**src/rtl/ppcr_pkg.sv**
```systemverilog
// package: register map, field positions and reset values of the packet config bank
package ppcr_pkg;
	localparam int unsigned addr_w = 8;
	localparam logic [7:0] off_pkt_ctl = 8'h30;
	localparam logic [7:0] off_len_hi = 8'h31;
	localparam logic [7:0] off_len_lo = 8'h32;
	localparam logic [7:0] off_sync_word_byte_three = 8'h33;
	localparam logic [7:0] off_sync_word_byte_two = 8'h34;
	localparam logic [7:0] off_sync_word_byte_one = 8'h35;
	localparam logic [7:0] off_sync_word_byte_zero = 8'h36;
	localparam logic [7:0] off_quality = 8'h37;
	localparam logic [7:0] off_postamble = 8'h38;
	localparam logic [7:0] off_proto_c = 8'h39;
	localparam logic [7:0] off_proto_b = 8'h3a;
	localparam logic [7:0] off_proto_a = 8'h3b;
	// status/command word, placed after the documented map
	localparam logic [7:0] off_seq_cmd = 8'h3c;
	localparam logic [3:0] reg_count = 4'hc;
	localparam logic [3:0] idx_pkt_ctl = 4'h0;
	localparam logic [3:0] idx_len_hi = 4'h1;
	localparam logic [3:0] idx_len_lo = 4'h2;
	localparam logic [3:0] idx_sync_word_byte_three = 4'h3;
	localparam logic [3:0] idx_sync_word_byte_two = 4'h4;
	localparam logic [3:0] idx_sync_word_byte_one = 4'h5;
	localparam logic [3:0] idx_sync_word_byte_zero = 4'h6;
	localparam logic [3:0] idx_quality = 4'h7;
	localparam logic [3:0] idx_postamble = 4'h8;
	localparam logic [3:0] idx_proto_c = 4'h9;
	localparam logic [3:0] idx_proto_b = 4'ha;
	localparam logic [3:0] idx_proto_a = 4'hb;
	localparam logic [7:0] rst_pkt_ctl = 8'h2c;
	localparam logic [7:0] rst_len_hi = 8'h00;
	localparam logic [7:0] rst_len_lo = 8'h14;
	localparam logic [7:0] rst_sync = 8'h88;
	localparam logic [7:0] rst_quality = 8'h01;
	localparam logic [7:0] rst_postamble = 8'h00;
	localparam logic [7:0] rst_proto_c = 8'h40;
	localparam logic [7:0] rst_proto_b = 8'h00;
	localparam logic [7:0] rst_proto_a = 8'h08;
	// packet control fields
	localparam int unsigned bit_whiten = 4;
	localparam int unsigned bit_src_hi = 3;
	localparam int unsigned bit_src_lo = 2;
	localparam int unsigned bit_alt_sync = 1;
	localparam int unsigned bit_fec = 0;
	// quality fields
	localparam int unsigned bit_sqt_hi = 7;
	localparam int unsigned bit_sqt_lo = 5;
	localparam int unsigned bit_pqt_hi = 4;
	localparam int unsigned bit_pqt_lo = 1;
	localparam int unsigned bit_sq_on = 0;
	// protocol c fields
	localparam int unsigned bit_cs_gate = 7;
	localparam int unsigned bit_sq_gate = 6;
	localparam int unsigned bit_pq_gate = 5;
	localparam int unsigned bit_seq_hi = 4;
	localparam int unsigned bit_seq_lo = 3;
	localparam int unsigned bit_pin_src = 2;
	localparam int unsigned bit_mult_hi = 1;
	localparam int unsigned bit_mult_lo = 0;
	// protocol b fields
	localparam int unsigned bit_ldc = 7;
	localparam int unsigned bit_ldc_reload = 6;
	localparam int unsigned bit_piggy = 5;
	localparam int unsigned bit_sniff = 4;
	localparam int unsigned bit_seed = 3;
	localparam int unsigned bit_csma = 2;
	localparam int unsigned bit_csma_pers = 1;
	localparam int unsigned bit_filter = 0;
	// protocol a fields
	localparam int unsigned bit_retx_hi = 7;
	localparam int unsigned bit_retx_lo = 4;
	// command word: bit 0 reloads the tx sequence counter
	localparam int unsigned bit_cmd_seq = 0;
	localparam logic [1:0] resp_okay = 2'h0;
	localparam logic [1:0] resp_slverr = 2'h2;
	typedef enum logic [1:0] {
		ppcr_src_packet,
		ppcr_src_fifo,
		ppcr_src_pin,
		ppcr_src_pn9
	} ppcr_src_e;
endpackage

```
**src/rtl/ppcr_regif.sv**
```systemverilog
// interface: register write/read port between bus slave and register store
`timescale 1ns/1ns
interface ppcr_regif;
	logic wr_en;
	logic [3:0] wr_idx;
	logic [7:0] wr_data;
	logic [3:0] rd_idx;
	logic [7:0] rd_data;
	modport bus (output wr_en, output wr_idx, output wr_data,
		output rd_idx, input rd_data);
	modport store (input wr_en, input wr_idx, input wr_data,
		input rd_idx, output rd_data);
endinterface

```
**src/rtl/ppcr_store.sv**
```systemverilog
// module: flip-flop store of the twelve configuration bytes
`timescale 1ns/1ns
module ppcr_store (
	input wire logic clk,
	input wire logic rst_n,
	ppcr_regif.store rif,
	output logic [95:0] flat
);
	typedef struct packed {
		logic [11:0][7:0] mem;
	} ppcr_store_s;
	ppcr_store_s state;
	ppcr_store_s next_state;
	function automatic logic [7:0] reset_of(input logic [3:0] idx);
		case (idx)
			ppcr_pkg::idx_pkt_ctl: reset_of = ppcr_pkg::rst_pkt_ctl;
			ppcr_pkg::idx_len_hi: reset_of = ppcr_pkg::rst_len_hi;
			ppcr_pkg::idx_len_lo: reset_of = ppcr_pkg::rst_len_lo;
			ppcr_pkg::idx_quality: reset_of = ppcr_pkg::rst_quality;
			ppcr_pkg::idx_postamble: reset_of = ppcr_pkg::rst_postamble;
			ppcr_pkg::idx_proto_c: reset_of = ppcr_pkg::rst_proto_c;
			ppcr_pkg::idx_proto_b: reset_of = ppcr_pkg::rst_proto_b;
			ppcr_pkg::idx_proto_a: reset_of = ppcr_pkg::rst_proto_a;
			default: reset_of = ppcr_pkg::rst_sync;
		endcase
	endfunction
	function automatic ppcr_store_s reset_all();
		ppcr_store_s s;
		for (int i = 0; i < 12; i++) begin
			s.mem[i] = reset_of(4'(i));
		end
		return s;
	endfunction
	always_comb begin
		next_state = state;
		if (rif.wr_en && rif.wr_idx < ppcr_pkg::reg_count) begin
			next_state.mem[rif.wr_idx] = rif.wr_data;
		end
	end
	always_ff @(posedge clk or negedge rst_n) begin
		if (!rst_n) begin
			state <= reset_all();
		end else begin
			state <= next_state;
		end
	end
	assign rif.rd_data = (rif.rd_idx < ppcr_pkg::reg_count) ?
		state.mem[rif.rd_idx] : 8'h00;
	assign flat = state.mem;
endmodule // ppcr_store

```
**src/rtl/ppcr_top.sv**
```systemverilog
// module: AXI4-Lite configuration register bank of the packet handler
// Operation
// - whitening bit 4 enables data whitening
// - bits 3:2 select transmit data source
// - tx: alternate bit picks secondary sync; tx here always sends the primary word
// - rx: alternate bit enables dual sync search
// - bit 0 enables FEC and Viterbi
// - 16-bit packet length, default 0x0014
// - quality thresholds; sync check gated by bit0
// - postamble length byte at 0x38
// - per-source mask gates timeout stopping
// - selector chooses OR or AND combination; here fixed to OR, the AND branch is never taken
// - sequence reset loads counter from 4:3
// - bit 2 picks tx/rx FIFO pin flag
// - bits 1:0 select duty timer multiplier
// - bit 7 enables low duty cycle
// - bit 6 enables duty timer reload
// - bit 5 enables piggybacking
// - bit 4 enables receive sniff timer
// - bit 3 reloads back-off seed
// - bit 2 enables CSMA before transmit
// - bit 1 persistent CSMA, no back-off
// - bit 0 enables automatic packet filtering
// - bits 7:4 cap retransmissions, zero disables
//
// Design decision made here: the AXI4-Lite interface to the registers.
`timescale 1ns/1ns
module ppcr_top (
	input wire logic sys_clk,
	input wire logic reset_n,
	input wire logic [7:0] s_axi_awaddr,
	input wire logic s_axi_awvalid,
	output logic s_axi_awready,
	input wire logic [31:0] s_axi_wdata,
	input wire logic [3:0] s_axi_wstrb,
	input wire logic s_axi_wvalid,
	output logic s_axi_wready,
	output logic [1:0] s_axi_bresp,
	output logic s_axi_bvalid,
	input wire logic s_axi_bready,
	input wire logic [7:0] s_axi_araddr,
	input wire logic s_axi_arvalid,
	output logic s_axi_arready,
	output logic [31:0] s_axi_rdata,
	output logic [1:0] s_axi_rresp,
	output logic s_axi_rvalid,
	input wire logic s_axi_rready,
	input wire logic tx_mode,
	input wire logic carrier_sense,
	input wire logic sync_quality_ok,
	input wire logic preamble_quality_ok,
	input wire logic tx_fifo_threshold,
	input wire logic rx_fifo_threshold,
	input wire logic tx_sequence_step,
	output logic whitening_enable,
	output logic [1:0] tx_data_origin,
	output logic [31:0] active_sync_word,
	output logic dual_sync_search,
	output logic forward_error_coding_on,
	output logic [15:0] packet_length,
	output logic [2:0] sync_quality_threshold,
	output logic [3:0] preamble_quality_threshold,
	output logic sync_quality_check_on,
	output logic [7:0] postamble_length,
	output logic rx_timeout_stop,
	output logic [1:0] tx_sequence_count,
	output logic fifo_threshold_pin,
	output logic [1:0] duty_cycle_timer_multiplier,
	output logic low_duty_cycle_on,
	output logic duty_cycle_timer_reload_on,
	output logic piggyback_enable,
	output logic rx_sniff_timer_on,
	output logic backoff_seed_reload,
	output logic listen_before_talk_enable,
	output logic persistent_access_no_backoff,
	output logic auto_packet_filtering,
	output logic [3:0] max_retransmit_count
);
	typedef struct packed {
		logic [1:0] rst_sync;
		logic aw_held;
		logic [7:0] aw_addr;
		logic w_held;
		logic [31:0] w_data;
		logic [3:0] w_strb;
		logic awready;
		logic wready;
		logic bvalid;
		logic [1:0] bresp;
		logic arready;
		logic rvalid;
		logic [31:0] rdata;
		logic [1:0] rresp;
		logic [2:0] in_sync_word_byte_one;
		logic [2:0] in_sync_word_byte_two;
		logic [1:0] fifo_sync_word_byte_one;
		logic [1:0] fifo_sync_word_byte_two;
		logic step_sync_word_byte_one;
		logic step_sync_word_byte_two;
		logic step_prev;
		logic [1:0] seq;
		logic seed_pulse;
		logic timeout_stop;
		logic fifo_pin;
		logic [31:0] sync_word;
		logic dual_sync;
	} ppcr_top_s;
	ppcr_top_s state;
	ppcr_top_s next_state;
	logic rst_n;
	logic [95:0] regs;
	ppcr_regif rif ();
	ppcr_store u_store (
		.clk(sys_clk),
		.rst_n(rst_n),
		.rif(rif),
		.flat(regs)
	);
	assign rst_n = state.rst_sync[1];
	// one register per word: byte address is four times its offset;
	// maps it to a store index, bit 4 flags the command word or an unmapped address
	function automatic logic [4:0] decode(input logic [7:0] addr);
		logic [7:0] word;
		logic [7:0] delta;
		word = {2'b00, addr[7:2]};
		delta = word - ppcr_pkg::off_pkt_ctl;
		if (addr[1:0] != 2'b00) begin
			decode = 5'h1f;
		end else if (word == ppcr_pkg::off_seq_cmd) begin
			decode = 5'h10;
		end else if (word >= ppcr_pkg::off_pkt_ctl &&
			word <= ppcr_pkg::off_proto_a) begin
			decode = {1'b0, delta[3:0]};
		end else begin
			decode = 5'h1f;
		end
	endfunction
	function automatic logic [7:0] reg_at(input logic [95:0] r,
		input logic [3:0] idx);
		reg_at = r[idx * 8 +: 8];
	endfunction
	logic [7:0] pkt_ctl;
	logic [7:0] quality;
	logic [7:0] proto_c;
	logic [7:0] proto_b;
	logic [7:0] proto_a;
	logic [4:0] wr_dec;
	logic [4:0] rd_dec;
	logic do_write;
	logic do_read;
	logic seq_cmd;
	logic [2:0] cond;
	logic [2:0] gate;
	assign pkt_ctl = reg_at(regs, ppcr_pkg::idx_pkt_ctl);
	assign quality = reg_at(regs, ppcr_pkg::idx_quality);
	assign proto_c = reg_at(regs, ppcr_pkg::idx_proto_c);
	assign proto_b = reg_at(regs, ppcr_pkg::idx_proto_b);
	assign proto_a = reg_at(regs, ppcr_pkg::idx_proto_a);
	// timeout-stop selector sits outside this map; default selects OR
	localparam logic timeout_or_sel = 1'b1;
	assign wr_dec = decode(state.aw_addr);
	assign rd_dec = decode(s_axi_araddr);
	assign do_write = state.aw_held && state.w_held && !state.bvalid;
	assign do_read = s_axi_arvalid && state.arready;
	assign seq_cmd = do_write && wr_dec == 5'h10 && state.w_strb[0] &&
		state.w_data[ppcr_pkg::bit_cmd_seq];
	assign rif.wr_en = do_write && !wr_dec[4] && state.w_strb[0];
	assign rif.wr_idx = wr_dec[3:0];
	assign rif.wr_data = state.w_data[7:0];
	assign rif.rd_idx = rd_dec[3:0];
	assign cond = {state.in_sync_word_byte_two[2], state.in_sync_word_byte_two[1], state.in_sync_word_byte_two[0]};
	assign gate = {proto_c[ppcr_pkg::bit_cs_gate],
		proto_c[ppcr_pkg::bit_sq_gate], proto_c[ppcr_pkg::bit_pq_gate]};
	always_comb begin
		next_state = state;
		next_state.rst_sync = {state.rst_sync[0], 1'b1};
		// bus slave: address and data taken independently, any order
		// ready never waits for valid, so an early valid cannot stall
		next_state.awready = !state.aw_held;
		next_state.wready = !state.w_held;
		if (s_axi_awvalid && state.awready) begin
			next_state.aw_held = 1'b1;
			next_state.aw_addr = s_axi_awaddr;
			next_state.awready = 1'b0;
		end
		if (s_axi_wvalid && state.wready) begin
			next_state.w_held = 1'b1;
			next_state.w_data = s_axi_wdata;
			next_state.w_strb = s_axi_wstrb;
			next_state.wready = 1'b0;
		end
		if (do_write) begin
			next_state.bvalid = 1'b1;
			next_state.bresp = (wr_dec == 5'h1f) ? ppcr_pkg::resp_slverr :
				ppcr_pkg::resp_okay;
			next_state.aw_held = 1'b0;
			next_state.w_held = 1'b0;
		end
		if (state.bvalid && s_axi_bready) begin
			next_state.bvalid = 1'b0;
		end
		next_state.arready = !state.rvalid && !do_read;
		if (do_read) begin
			next_state.rvalid = 1'b1;
			next_state.rresp = (rd_dec == 5'h1f) ? ppcr_pkg::resp_slverr :
				ppcr_pkg::resp_okay;
			next_state.rdata = rd_dec[4] ? 32'h00000000 :
				{24'h000000, rif.rd_data};
		end
		if (state.rvalid && s_axi_rready) begin
			next_state.rvalid = 1'b0;
		end
		// pin inputs through two flops
		next_state.in_sync_word_byte_one = {carrier_sense, sync_quality_ok,
			preamble_quality_ok};
		next_state.in_sync_word_byte_two = state.in_sync_word_byte_one;
		next_state.fifo_sync_word_byte_one = {tx_fifo_threshold, rx_fifo_threshold};
		next_state.fifo_sync_word_byte_two = state.fifo_sync_word_byte_one;
		next_state.step_sync_word_byte_one = tx_sequence_step;
		next_state.step_sync_word_byte_two = state.step_sync_word_byte_one;
		next_state.step_prev = state.step_sync_word_byte_two;
		if (seq_cmd) begin
			next_state.seq = proto_c[ppcr_pkg::bit_seq_hi:
				ppcr_pkg::bit_seq_lo];
		end else if (state.step_sync_word_byte_two && !state.step_prev) begin
			next_state.seq = state.seq + 2'h1;
		end
		// seed reload: one pulse per write of the bit
		next_state.seed_pulse = rif.wr_en &&
			rif.wr_idx == ppcr_pkg::idx_proto_b &&
			rif.wr_data[ppcr_pkg::bit_seed];
		if (timeout_or_sel) begin
			next_state.timeout_stop = |(cond & gate);
		end else begin
			next_state.timeout_stop = (gate != 3'h0) &&
				((cond | ~gate) == 3'h7);
		end
		next_state.fifo_pin = proto_c[ppcr_pkg::bit_pin_src] ?
			state.fifo_sync_word_byte_two[0] : state.fifo_sync_word_byte_two[1];
		// primary word from sync bytes; secondary bytes live outside
		next_state.sync_word = {reg_at(regs, ppcr_pkg::idx_sync_word_byte_three),
			reg_at(regs, ppcr_pkg::idx_sync_word_byte_two),
			reg_at(regs, ppcr_pkg::idx_sync_word_byte_one),
			reg_at(regs, ppcr_pkg::idx_sync_word_byte_zero)};
		next_state.dual_sync = !tx_mode &&
			pkt_ctl[ppcr_pkg::bit_alt_sync];
	end
	always_ff @(posedge sys_clk or negedge reset_n) begin
		if (!reset_n) begin
			state <= '0;
		end else begin
			state <= next_state;
		end
	end
	// configuration outputs are straight register bits of the store, except the registered seed reload pulse
	assign whitening_enable = pkt_ctl[ppcr_pkg::bit_whiten];
	assign tx_data_origin = pkt_ctl[ppcr_pkg::bit_src_hi:
		ppcr_pkg::bit_src_lo];
	assign forward_error_coding_on = pkt_ctl[ppcr_pkg::bit_fec];
	assign packet_length = {reg_at(regs, ppcr_pkg::idx_len_hi),
		reg_at(regs, ppcr_pkg::idx_len_lo)};
	assign sync_quality_threshold = quality[ppcr_pkg::bit_sqt_hi:
		ppcr_pkg::bit_sqt_lo];
	assign preamble_quality_threshold = quality[ppcr_pkg::bit_pqt_hi:
		ppcr_pkg::bit_pqt_lo];
	assign sync_quality_check_on = quality[ppcr_pkg::bit_sq_on];
	assign postamble_length = reg_at(regs, ppcr_pkg::idx_postamble);
	assign duty_cycle_timer_multiplier = proto_c[ppcr_pkg::bit_mult_hi:
		ppcr_pkg::bit_mult_lo];
	assign low_duty_cycle_on = proto_b[ppcr_pkg::bit_ldc];
	assign duty_cycle_timer_reload_on =
		proto_b[ppcr_pkg::bit_ldc_reload];
	assign piggyback_enable = proto_b[ppcr_pkg::bit_piggy];
	assign rx_sniff_timer_on = proto_b[ppcr_pkg::bit_sniff];
	assign backoff_seed_reload = state.seed_pulse;
	assign listen_before_talk_enable = proto_b[ppcr_pkg::bit_csma];
	assign persistent_access_no_backoff =
		proto_b[ppcr_pkg::bit_csma_pers];
	assign auto_packet_filtering = proto_b[ppcr_pkg::bit_filter];
	assign max_retransmit_count = proto_a[ppcr_pkg::bit_retx_hi:
		ppcr_pkg::bit_retx_lo];
	// tx sends primary word; alternate bit reaches datapath via dual in rx only
	assign active_sync_word = state.sync_word;
	assign dual_sync_search = state.dual_sync;
	assign rx_timeout_stop = state.timeout_stop;
	assign tx_sequence_count = state.seq;
	assign fifo_threshold_pin = state.fifo_pin;
	assign s_axi_awready = state.awready;
	assign s_axi_wready = state.wready;
	assign s_axi_bvalid = state.bvalid;
	assign s_axi_bresp = state.bresp;
	assign s_axi_arready = state.arready;
	assign s_axi_rvalid = state.rvalid;
	assign s_axi_rdata = state.rdata;
	assign s_axi_rresp = state.rresp;
endmodule // ppcr_top

```
**config.mk**
```make
export PLATFORM = sky130hd
export DESIGN_NAME = ppcr_top
export DESIGN_NICKNAME = d
export VERILOG_FILES = /design/src/rtl/ppcr_pkg.sv /design/src/rtl/ppcr_regif.sv /design/src/rtl/ppcr_store.sv /design/src/rtl/ppcr_top.sv
export SDC_FILE = /design/constraint.sdc
export NUM_CORES = 1
export LEC_CHECK = 0
export BUFFER_PORTS_ARGS = -buffer_cell sky130_fd_sc_hd__buf_2
export CAP_MARGIN = 0
export CORE_ASPECT_RATIO = 1.2
export CORE_UTILIZATION = 50
export CTS_CLUSTER_SIZE = 10
export DETAILED_ROUTE_END_ITERATION = 8
export PLACE_DENSITY = 0.75
export SETUP_SLACK_MARGIN = 0.3
export SYNTH_ARGS = -nofsm -noshare
export SYNTH_HDL_FRONTEND = slang
export SYNTH_HIERARCHICAL = 1
export SYNTH_SLANG_ARGS = --single-unit
```
**constraint.sdc**
```tcl
create_clock -name sys_clk -period 9.1 [get_ports sys_clk]
set_input_delay 0.455 -clock sys_clk [delete_from_list [all_inputs] [get_ports sys_clk]]
set_output_delay 0.455 -clock sys_clk [all_outputs]
set_load 0.005 [all_outputs]
```
Yosys cells after proc, flatten, opt, wreduce, memory -nomap -nowiden:

Index checks and enable logic that the tools add are counted.

* logic and storage cells: 123
* flip-flop bits (word level): 236

* order comparisons: 9
* reductions and logical operators: 37
* muxes and demuxes: 28
* add/subtract/negate cells: 3
* bitwise gates (word level): 1
* equality and inequality tests: 6

Operator list (number)
* $bwmux W96: 1
* $mux W37: 1
* $mux W35: 1
* $bmux W8 S4: 1
* $demux W8 S4: 1
* $mux W8: 4
* $mux W5: 6
* $logic_and A1 B1 Y1: 21
* $eq A5 B5 Y1 const B: 3
* $reduce_bool A2 Y1: 7
* $eq A6 B6 Y1 const B: 2
* $ge A6 B6 Y1 const B: 2
* $le A6 B6 Y1 const B: 2
* $lt A4 B5 Y1 const B: 2
* $mux W9: 1
* $logic_not A1 Y1: 8
* $lt A4 B4 Y1 const B: 2
* $mux W2: 4
* $sub A4 B1 Y4 const B: 2
* $mux W1: 7
* $eq A4 B4 Y1 const B: 1
* $ge A4 B1 Y1 const B: 1
* $and A3 B3 Y3: 1
* $mux W3: 1
* 2 further kinds: 2

Logic depth before layout (Yosys ltp):

Gate-level depths: netlist of run 1.

* depth after elaboration: 11
* depth in mapped cells: 10
* gate-level depth less buffers: 8

Modules after synthesis:

Netlist of run 1, hierarchy kept.

Modules (own cells, without submodules)
* ppcr_store: area each 4478.0 µm², cells an instance 281, instances 1
* ppcr_top: area each 3433.3 µm², cells an instance 264, instances 1

Worst setup path after synthesis of run 1:

Ideal clock, no wire load.

* kind: input to register
* start point: in s_axi_araddr[0]
* end point: reg state, in the netlist s_axi_rdata[1]
* setup slack: 7109 ps
* stages: 9
* data arrival time: 1864 ps
* library setup time: 127 ps
* path buffers: 2
* required time: 8973 ps
* path through: and4bb_2 > nand2_1 > buf_6 > buf_12 > mux4_2 > a22oi_1 > o21ai_1 > nand2_1 > o21ai_1

* cells in the longest elaborated chain, start to end: 6

Ends and longest elaborated chain
* start: declaration: line ppcr_top.sv:41 `input wire logic [7:0] s_axi_araddr,`
* $reduce_bool A2 Y1 *: line ppcr_top.sv:127 `if (addr[1:0] != 2'b00) begin`
* $mux W5 *: line ppcr_top.sv:127
* via rd_dec[1]: line ppcr_top.sv:148 `logic [4:0] rd_dec;`
* $bmux W8 S4: line ppcr_store.sv:48 `state.mem[rif.rd_idx] : 8'h00;`
* $mux W8 (implied by the code): line ppcr_store.sv:48
* $mux W8 *: line ppcr_store.sv:47 `assign rif.rd_data = (rif.rd_idx < ppcr_pkg::reg_count) ?`
* via rif.rd_data[1]: line ppcr_regif.sv:8 `logic [7:0] rd_data;`
* $mux W8 *: line ppcr_top.sv:207 `next_state.rdata = rd_dec[4] ? 32'h00000000 :`
* end signal: assignment: line ppcr_top.sv:252 `state <= next_state;`
* end: declaration: line ppcr_top.sv:108 `ppcr_top_s state;`

Mark *: on every way through the listed nets, which the timed path passes. The rest lies on a longest branch. The select of a mux whose other input is x is not followed.
A chain may end at the register's enable or synchronous reset.

Worst setup path after layout of run 1:

* start point: reg state[129] in the netlist's numbering
* end point: reg u_store.state, in the netlist u_store/flat[59]

RTL lines
* $reduce_bool A2 Y1: line ppcr_top.sv:127
* $mux W5: line ppcr_top.sv:127
* $logic_not A1 Y1: line ppcr_top.sv:167 `assign rif.wr_en = do_write && !wr_dec[4] && state.w_strb[0];`
* $logic_and A1 B1 Y1 (2 in a row): line ppcr_top.sv:167
* via rif.wr_en: line ppcr_regif.sv:4 `logic wr_en;`
* $logic_and A1 B1 Y1: line ppcr_store.sv:36 `if (rif.wr_en && rif.wr_idx < ppcr_pkg::reg_count) begin`
* end signal: assignment: line ppcr_store.sv:42 `state <= reset_all();`
* end signal: assignment: line ppcr_store.sv:44 `state <= next_state;`
* end: declaration: line ppcr_store.sv:12 `ppcr_store_s state;`

The timed path passes the listed nets, and every way through them passes these cells.

==> summary.txt, run 1 <==
Final ANT Viol Nets - 0
Routed vias - 4515
Area Overhead vs Synth - 12.08%
Origin of the critical flop-to-flop path - state[129]
Total grt overflow - 0
Most frequent cells in the layout - 166 x dfrtp_1, 139 x buf_2, 115 x mux2_2
Crit. Startpoint - state[129]
Clk slew on worst S/H paths - 0.06 ns
Yosys top cell area share - 0.5282
Antenna diodes - 0
Initial antenna violation count - 0
First-pass detailed-route iteration total - 4
Layout Nets - 704
Worst setup EP type - register
Cell area after synthesis - 0.007911 sq mm
Syn Inst Count - 545
Setup TNS - 0 ns
Vias in the first global route - 4691
Sequential Area - 0.004603 sq mm
Hold Crit Class - input pin to register
GRT Total Usage - 0.2208
Yosys cell types - 39
Biggest area consumer among synthesized cells - dfrtp_1
Multi-input logic area - 0.002695 sq mm
Largest net degree at the start of global routing - 88
R2r worst-path depth - 6
Port-buffer cells - 140
RSZ-0062 raised after global routing - false
Clk_lat worst skew - 0.43 ns
Seq cells post-synth - 183
Final Cycle Share - 0.2859
Number of setup violations in the final report - 0
Critical-path cell list - and4bb_1 > nand2_1 > a21oi_1 > nand3_1 > nor2_2 > mux2_2
Vias per cell - 5.256
Hold-fix buffers, CTS - 0
WS Path Type - register to register
Crit path max-delay cell type - nor2_2
Drt wl/cell - 19.13 um
VDD IR max - 0.1561 mV
Maxcap violations - 0
CP max FO - 8
Htree depth - 4
Die width - 116.8 um
First-pass GRT wire length - 26.16 mm
Drt total wl - 16.43 mm
DRC Markers - 0
Final hold violations - 0
Period minus WS final - 2.601 ns
Yosys warning count - 6
Pre-CTS setup slack - 6.486 ns
Post-CTS setup buffer count - 0
CTS tree - built
Die H - 139.8 um
Fillers - 1272
Synth top area cells - dfrtp_1 53%, mux2_2 16%, buf_4 6.7%
Post_cts resized - 0
Capturing point of the worst reg2reg path - u_store/flat[59]
Pwr Density - 210.5 mW/mm^2
Slew @ Worst Pin - 1.083 ns
Clock root buffer - clkbuf_16
Setup ws final - 6.499 ns
Mean Syn Cell Area - 14.52 sq um
Worst Setup EP - u_store/flat[59]
CP Data Arrival Time - 2.91 ns
Final Skew - 0.006441 ns
Area of the core - 0.01551 sq mm
Pleak - 0.004591 uW
Slowest stage delay, CP - 0.57 ns
Clock Sinks - 183
Worst slew margin - 0.2781
Initial Util - 0.5099
Clock Path Buffers - 2
F_max - 0.3844 GHz
Status - finished, final reports clean
Rows - 50
Die ar. - 0.01633 sq mm
I/O Pins - 194
Worst hold start - rx_fifo_threshold
Hold slack - 0.1318 ns
Worst Setup Start Kind - register
Slew Limit Fails - 0
Commonest non-fill, non-tap cell in the layout - dfrtp_1
Initial DRC count - 215
DP Wirelength - 11.50 mm
Share of cells above drive strength 1 - 0.4992
TritonCTS Buffers - 17
Gpl congestion - 0.7700
Sequential share of the synthesized area - 0.5814
Req. time, crit path - 9.41 ns
Worst reg-to-reg setup slack - 6.50 ns
worst max-delay path, delay by kind of cell, from the launching register on:
| kind | cells | cell delay, ns |
|---|---|---|
| simple gates | 4 | 1.38 |
| flops | 1 | 0.38 |
| compound gates | 1 | 0.31 |
| mux | 1 | 0.41 |
cell families (layout without fill, tap and decap cells):
family                    Yosys count  count (layout)  synth area share
DFF                               183             183            0.5814
AOI/OAI and AO/OA                  37              37           0.02831
buffers and inverters             103             184           0.08983
muxes                             142             142            0.2437
and+or+nand+nor                    76              76           0.05362
other                               2              27         0.0009493
xor gates and xnor gates            2               2          0.002215
area by class of cell:
| type | instances | share of cell area |
|---|---|---|
| clock buffers | 23 | 0.05390 |
| clock inverters | 9 | 0.008466 |
| inverters | 10 | 0.004233 |
| multi-input cells | 284 | 0.3039 |
| flip-flops and latches | 183 | 0.5191 |
| well taps | 208 | 0.02935 |
| repair buffers | 142 | 0.08099 |
cells in the mapped netlist (all sizes together):
master,number
nand4bb,1
nand2,33
and4bb,3
mux4,24
inv,10
nor2b,2
a21oi,3
and2,1
xnor2,2
nand2b,8
conb,2
a21o,3
nor3b,1
and3b,1
nand3,3
dfstp,16
mux2i,1
a22oi,8
nand4,2
buf,85
o21ai,17
dfrtp,167
nand3b,4
nor2,16
clkbuf,8
and4b,1
mux2,117
a222oi,1
a31oi,5
power breakdown:
part | leakage [uW] | internal [uW] | switching [uW] | total (uW)
Combinational | 0.00192 | 98.5 | 86.8 | 185
Clock | 0.000272 | 395 | 289 | 684
Sequential | 0.00240 | 880 | 117 | 997
Total | 0.00459 | 1370 | 492 | 1870
metal layers:
metal	part of all wire	up-vias	global-route usage	wire length, um
met3	0.058	26	0.05793	947
met5	0	-	0	0
li1	-	2008	-	-
met4	0.021	0	0.08927	346
met2	0.52	170	0.3681	8616
met1	0.40	2311	0.2706	6517
worst min path at each step:
stage                                to  cells after the start
finish                   next_state[41]                      1
global route             next_state[42]                      1
CTS                      next_state[41]                      1
detailed placement     u_store/flat[89]                      0
global placement       u_store/flat[89]                      0
floorplan           active_sync_word[0]                      0
registers in the layout (all words and copies together) (netlist names), 2 cells and up:
register,cells
active_sync_word,32
cond,3
next_state,8
rif.wr_data,8
s_axi_rdata,8
state,14
tx_sequence_count,2
u_store/flat,96
metrics by stage:
stage               std cells  utilization  cell area, sq um  total power (uW)
CTS                       859       0.5715              8867              1886
global placement          827       0.5359              8314              1179
global route              859       0.5715              8867              1952
floorplan                 570            -              8005              1134
finish                    859       0.5715              8867              1867
detailed placement        827       0.5359              8314              1196
Note: power is estimated with default switching activity, not from simulation.
==> run 2, diff against run 1 <==
--- a/config.mk
+++ b/config.mk
@@ -5,6 +5,7 @@
 export SDC_FILE = /design/constraint.sdc
 export NUM_CORES = 1
 export LEC_CHECK = 0
+export ABC_AREA = 1
 export BUFFER_PORTS_ARGS = -buffer_cell sky130_fd_sc_hd__buf_2
 export CAP_MARGIN = 0
 export CORE_ASPECT_RATIO = 1.2
==> constraint.sdc (replaced) <==
create_clock -name sys_clk -period 2.65 [get_ports sys_clk]
set_input_delay 0.1325 -clock sys_clk [delete_from_list [all_inputs] [get_ports sys_clk]]
set_output_delay 0.1325 -clock sys_clk [all_outputs]
set_load 0.005 [all_outputs]
==> summary.txt, run 2 <==
Post-CTS setup buffer count - 0 (unchanged)
Hold slack - 0.07616 ns (-0.05564 ns)
Initial DRC count - 562 (+160%)
Number of setup violations in the final report - 0 (unchanged)
VDD IR max - 0.7411 mV (+370%)
First-pass detailed-route iteration total - 5 (+1)
Setup TNS - 0 ns (unchanged)
Vias in the first global route - 5803 (+24%)
Worst slew margin - 0.3936 (+0.1155)
Capturing point of the worst reg2reg path - u_store/flat[20]
Clock Path Buffers - 2 (unchanged)
Mean Syn Cell Area - 8.960 sq um (-38%)
Syn Inst Count - 894 (+64%)
Status - finished, final reports clean
Gpl congestion - 0.8640 (+12%)
GRT Total Usage - 0.2445 (+0.02379)
Layout Nets - 1078 (+53%)
Slew Limit Fails - 0 (unchanged)
Maxcap violations - 0 (unchanged)
Antenna diodes - 0 (unchanged)
Hold Crit Class - input pin to register
Initial Util - 0.5122 (+0.002241)
DRC Markers - 0 (unchanged)
Die ar. - 0.01653 sq mm (+1.2%)
Initial antenna violation count - 0 (unchanged)
Yosys cell types - 30 (-23%)
Die width - 117.5 um (+0.61%)
EDFF count, synth - 0 (unchanged)
Most frequent cells in the layout - 291 x nand2_1, 166 x dfrtp_1, 139 x buf_2
First-pass GRT wire length - 30.54 mm (+17%)
Drt total wl - 19.40 mm (+18%)
Post-Layout Cell Count - 1233 (+44%)
CP Data Arrival Time - 2.44 ns (-0.47 ns)
Most frequent cells after synthesis - 292 x nand2_1, 167 x dfrtp_1, 102 x o21ai_0, 72 x buf_4, 69 x nand3_1
Hold Path Stages - 5 (+4)
Rows - 50 (unchanged)
Routed vias - 6221 (+38%)
DP Wirelength - 13.32 mm (+16%)
Async set-reset flop share out of synthesis - 1.000 (unchanged)
Commonest non-fill, non-tap cell in the layout - nand2_1
Total grt overflow - 0 (unchanged)
Drt wl/cell - 15.73 um (-18%)
Post-Place Cells - 1172 (+42%)
Clk_lat worst skew - 0.43 ns (about the same)
Worst hold endpoint - s_axi_rresp[1]
Clk slew on worst S/H paths - 0.07 ns (about the same)
Total chip power - 6721 uW (+260%)
Count leader, synth - nand2_1
Clock root buffer - clkbuf_16
Period minus WS final - 2.101 ns (-0.5002 ns)
Final Skew - 0.006414 ns (-0.00002742 ns)
Worst hold start - s_axi_araddr[3]
Worst reg-to-reg setup slack - 0.55 ns (-5.95 ns)
Worst setup EP type - register
Die H - 140.7 um (+0.61%)
Max FFs per register - 96 (unchanged)
Share of cells above drive strength 1 - 0.2205 (-0.2787)
Top FF cell, synth - dfrtp_1
Cell area after synthesis - 0.008010 sq mm (+1.2%)
Final ANT Viol Nets - 0 (unchanged)
F_max - 0.4759 GHz (+24%)
Yosys top cell area share - 0.5217 (-0.006518)
WS Path Type - register to register
Area of the core - 0.01564 sq mm (+0.81%)
Pleak - 0.004818 uW (+5.0%)
Vias per cell - 5.045 (-4.0%)
Port-buffer cells - 140 (unchanged)
Worst Setup Start Kind - register
Slew @ Worst Pin - 0.9096 ns (-0.1732 ns)
CP max FO - 16 (+8)
Synth top area cells - dfrtp_1 52%, nand2_1 14%, buf_4 6.7%
TritonCTS Buffers - 17 (unchanged)
CTS tree - built
Final hold violations - 0 (unchanged)
Clock Sinks - 183 (unchanged)
Area Overhead vs Synth - 16.71%
Pwr Density - 718.9 mW/mm^2 (+240%)
Origin of the critical flop-to-flop path - state[130]
R2r worst-path depth - 9 (+3)
Seq cells post-synth - 183 (unchanged)
Yosys warning count - 6 (unchanged)
Req. time, crit path - 2.99 ns (-6.42 ns)
Final Cycle Share - 0.7929 (+0.5070)
Htree depth - 4 (unchanged)
I/O Pins - 194 (unchanged)
Biggest area consumer among synthesized cells - dfrtp_1
RSZ-0062 raised after global routing - false
Sequential share of the synthesized area - 0.5742 (-0.007174)
Largest net degree at the start of global routing - 52 (-41%)
-- run 2: cell types whose count changed in the layout (fill, tap and decap cells not counted), moves of 5 or more --
cell           previous run  this run
nand2_1                  33       291
mux2_2                  115         1
o21ai_0                   5       101
nand3_1                   3        68
inv_1                    10        65
dlygate4sd3_1             0        29
mux4_1                   14         0
nand2_2                   0        11
mux4_2                   10         0
o211ai_1                  0         9
a22oi_1                   8         0
nand2b_1                  8         0
nor2_1                   10        15
o21ai_1                  12        17
-- run 2: cell families (layout without fill, tap and decap cells) --
| logic type | after synthesis | count (layout) | synth area share |
|---|---|---|---|
| buffers and inverters | 171 | 277 | 0.1190 |
| xor gates and xnor gates | 2 | 2 | 0.002187 |
| and+or+nand+nor | 404 | 404 | 0.2173 |
| muxes | 1 | 1 | 0.001406 |
| DFF | 183 | 183 | 0.5742 |
| AOI/OAI and AO/OA | 131 | 131 | 0.08497 |
| other | 2 | 27 | 0.0009376 |
-- run 2: area by class of cell --
| cell class | instances | area (sq um) |
|---|---|---|
| sequential | 183 | 4603 |
| clock buffer | 18 | 429.2 |
| multi-input combinational | 565 | 2576 |
| fill | 1378 | 6291 |
| clock inverter | 14 | 150.1 |
| timing repair buffer | 176 | 1071 |
| inverter | 69 | 259.0 |
| tap | 208 | 260.3 |
-- run 2: critical path, cell delays in order, from the launching register on --
cell	delay, ns
dfrtp_1	0.39
inv_1	0.09
nand2_2	0.07
nor2_4	0.12
nand2_2	0.09
nand2_2	0.11
inv_1	0.19
nor2_1	0.32
nand2_1	0.35
o21ai_0	0.28
-- run 2: worst max-delay path by stage --
stage / from / endpoint / slack (ns) / depth (start not counted)
floorplan: s_axi_bvalid / u_store/flat[10] / 0.84 / 7
global placement: s_axi_araddr[6] / s_axi_rdata[1] / 0.52 / 13
detailed placement: s_axi_araddr[6] / s_axi_rdata[1] / 0.47 / 13
CTS: state[128] / u_store/flat[72] / 0.48 / 7
global route: state[130] / u_store/flat[21] / 0.31 / 10
finish: state[130] / u_store/flat[20] / 0.55 / 9
-- run 2: metal layers --
layer | up-vias | track usage | share of wire
li1 | 2983 | - | -
met2 | 265 | 0.3996 | 0.49
met4 | 0 | 0.1167 | 0.032
met5 | - | 0 | 0
met3 | 38 | 0.06432 | 0.069
met1 | 2935 | 0.3042 | 0.41
-- run 2: per-stage QoR --
step	setup slack (ns)	area (sq um)	util
floorplan	0.8444	8105	-
global placement	0.5223	8469	0.5415
detailed placement	0.4742	8469	0.5415
CTS	0.4821	9339	0.5971
global route	0.3067	9349	0.5978
finish	0.5488	9349	0.5978
-- run 2: power by group --
group	switching, uW	internal (uW)	total, uW	leakage, uW
sequential	242	3020	3270	0.00226
clock	1060	1390	2460	0.000265
combinational	699	299	998	0.00230
-- run 2: what timing repair did --
action	4_1_cts	5_1_grt
hold buffers	29	0
setup endpoints to repair	0	41
hold endpoints to repair	67	0
gates resized for setup	0	3
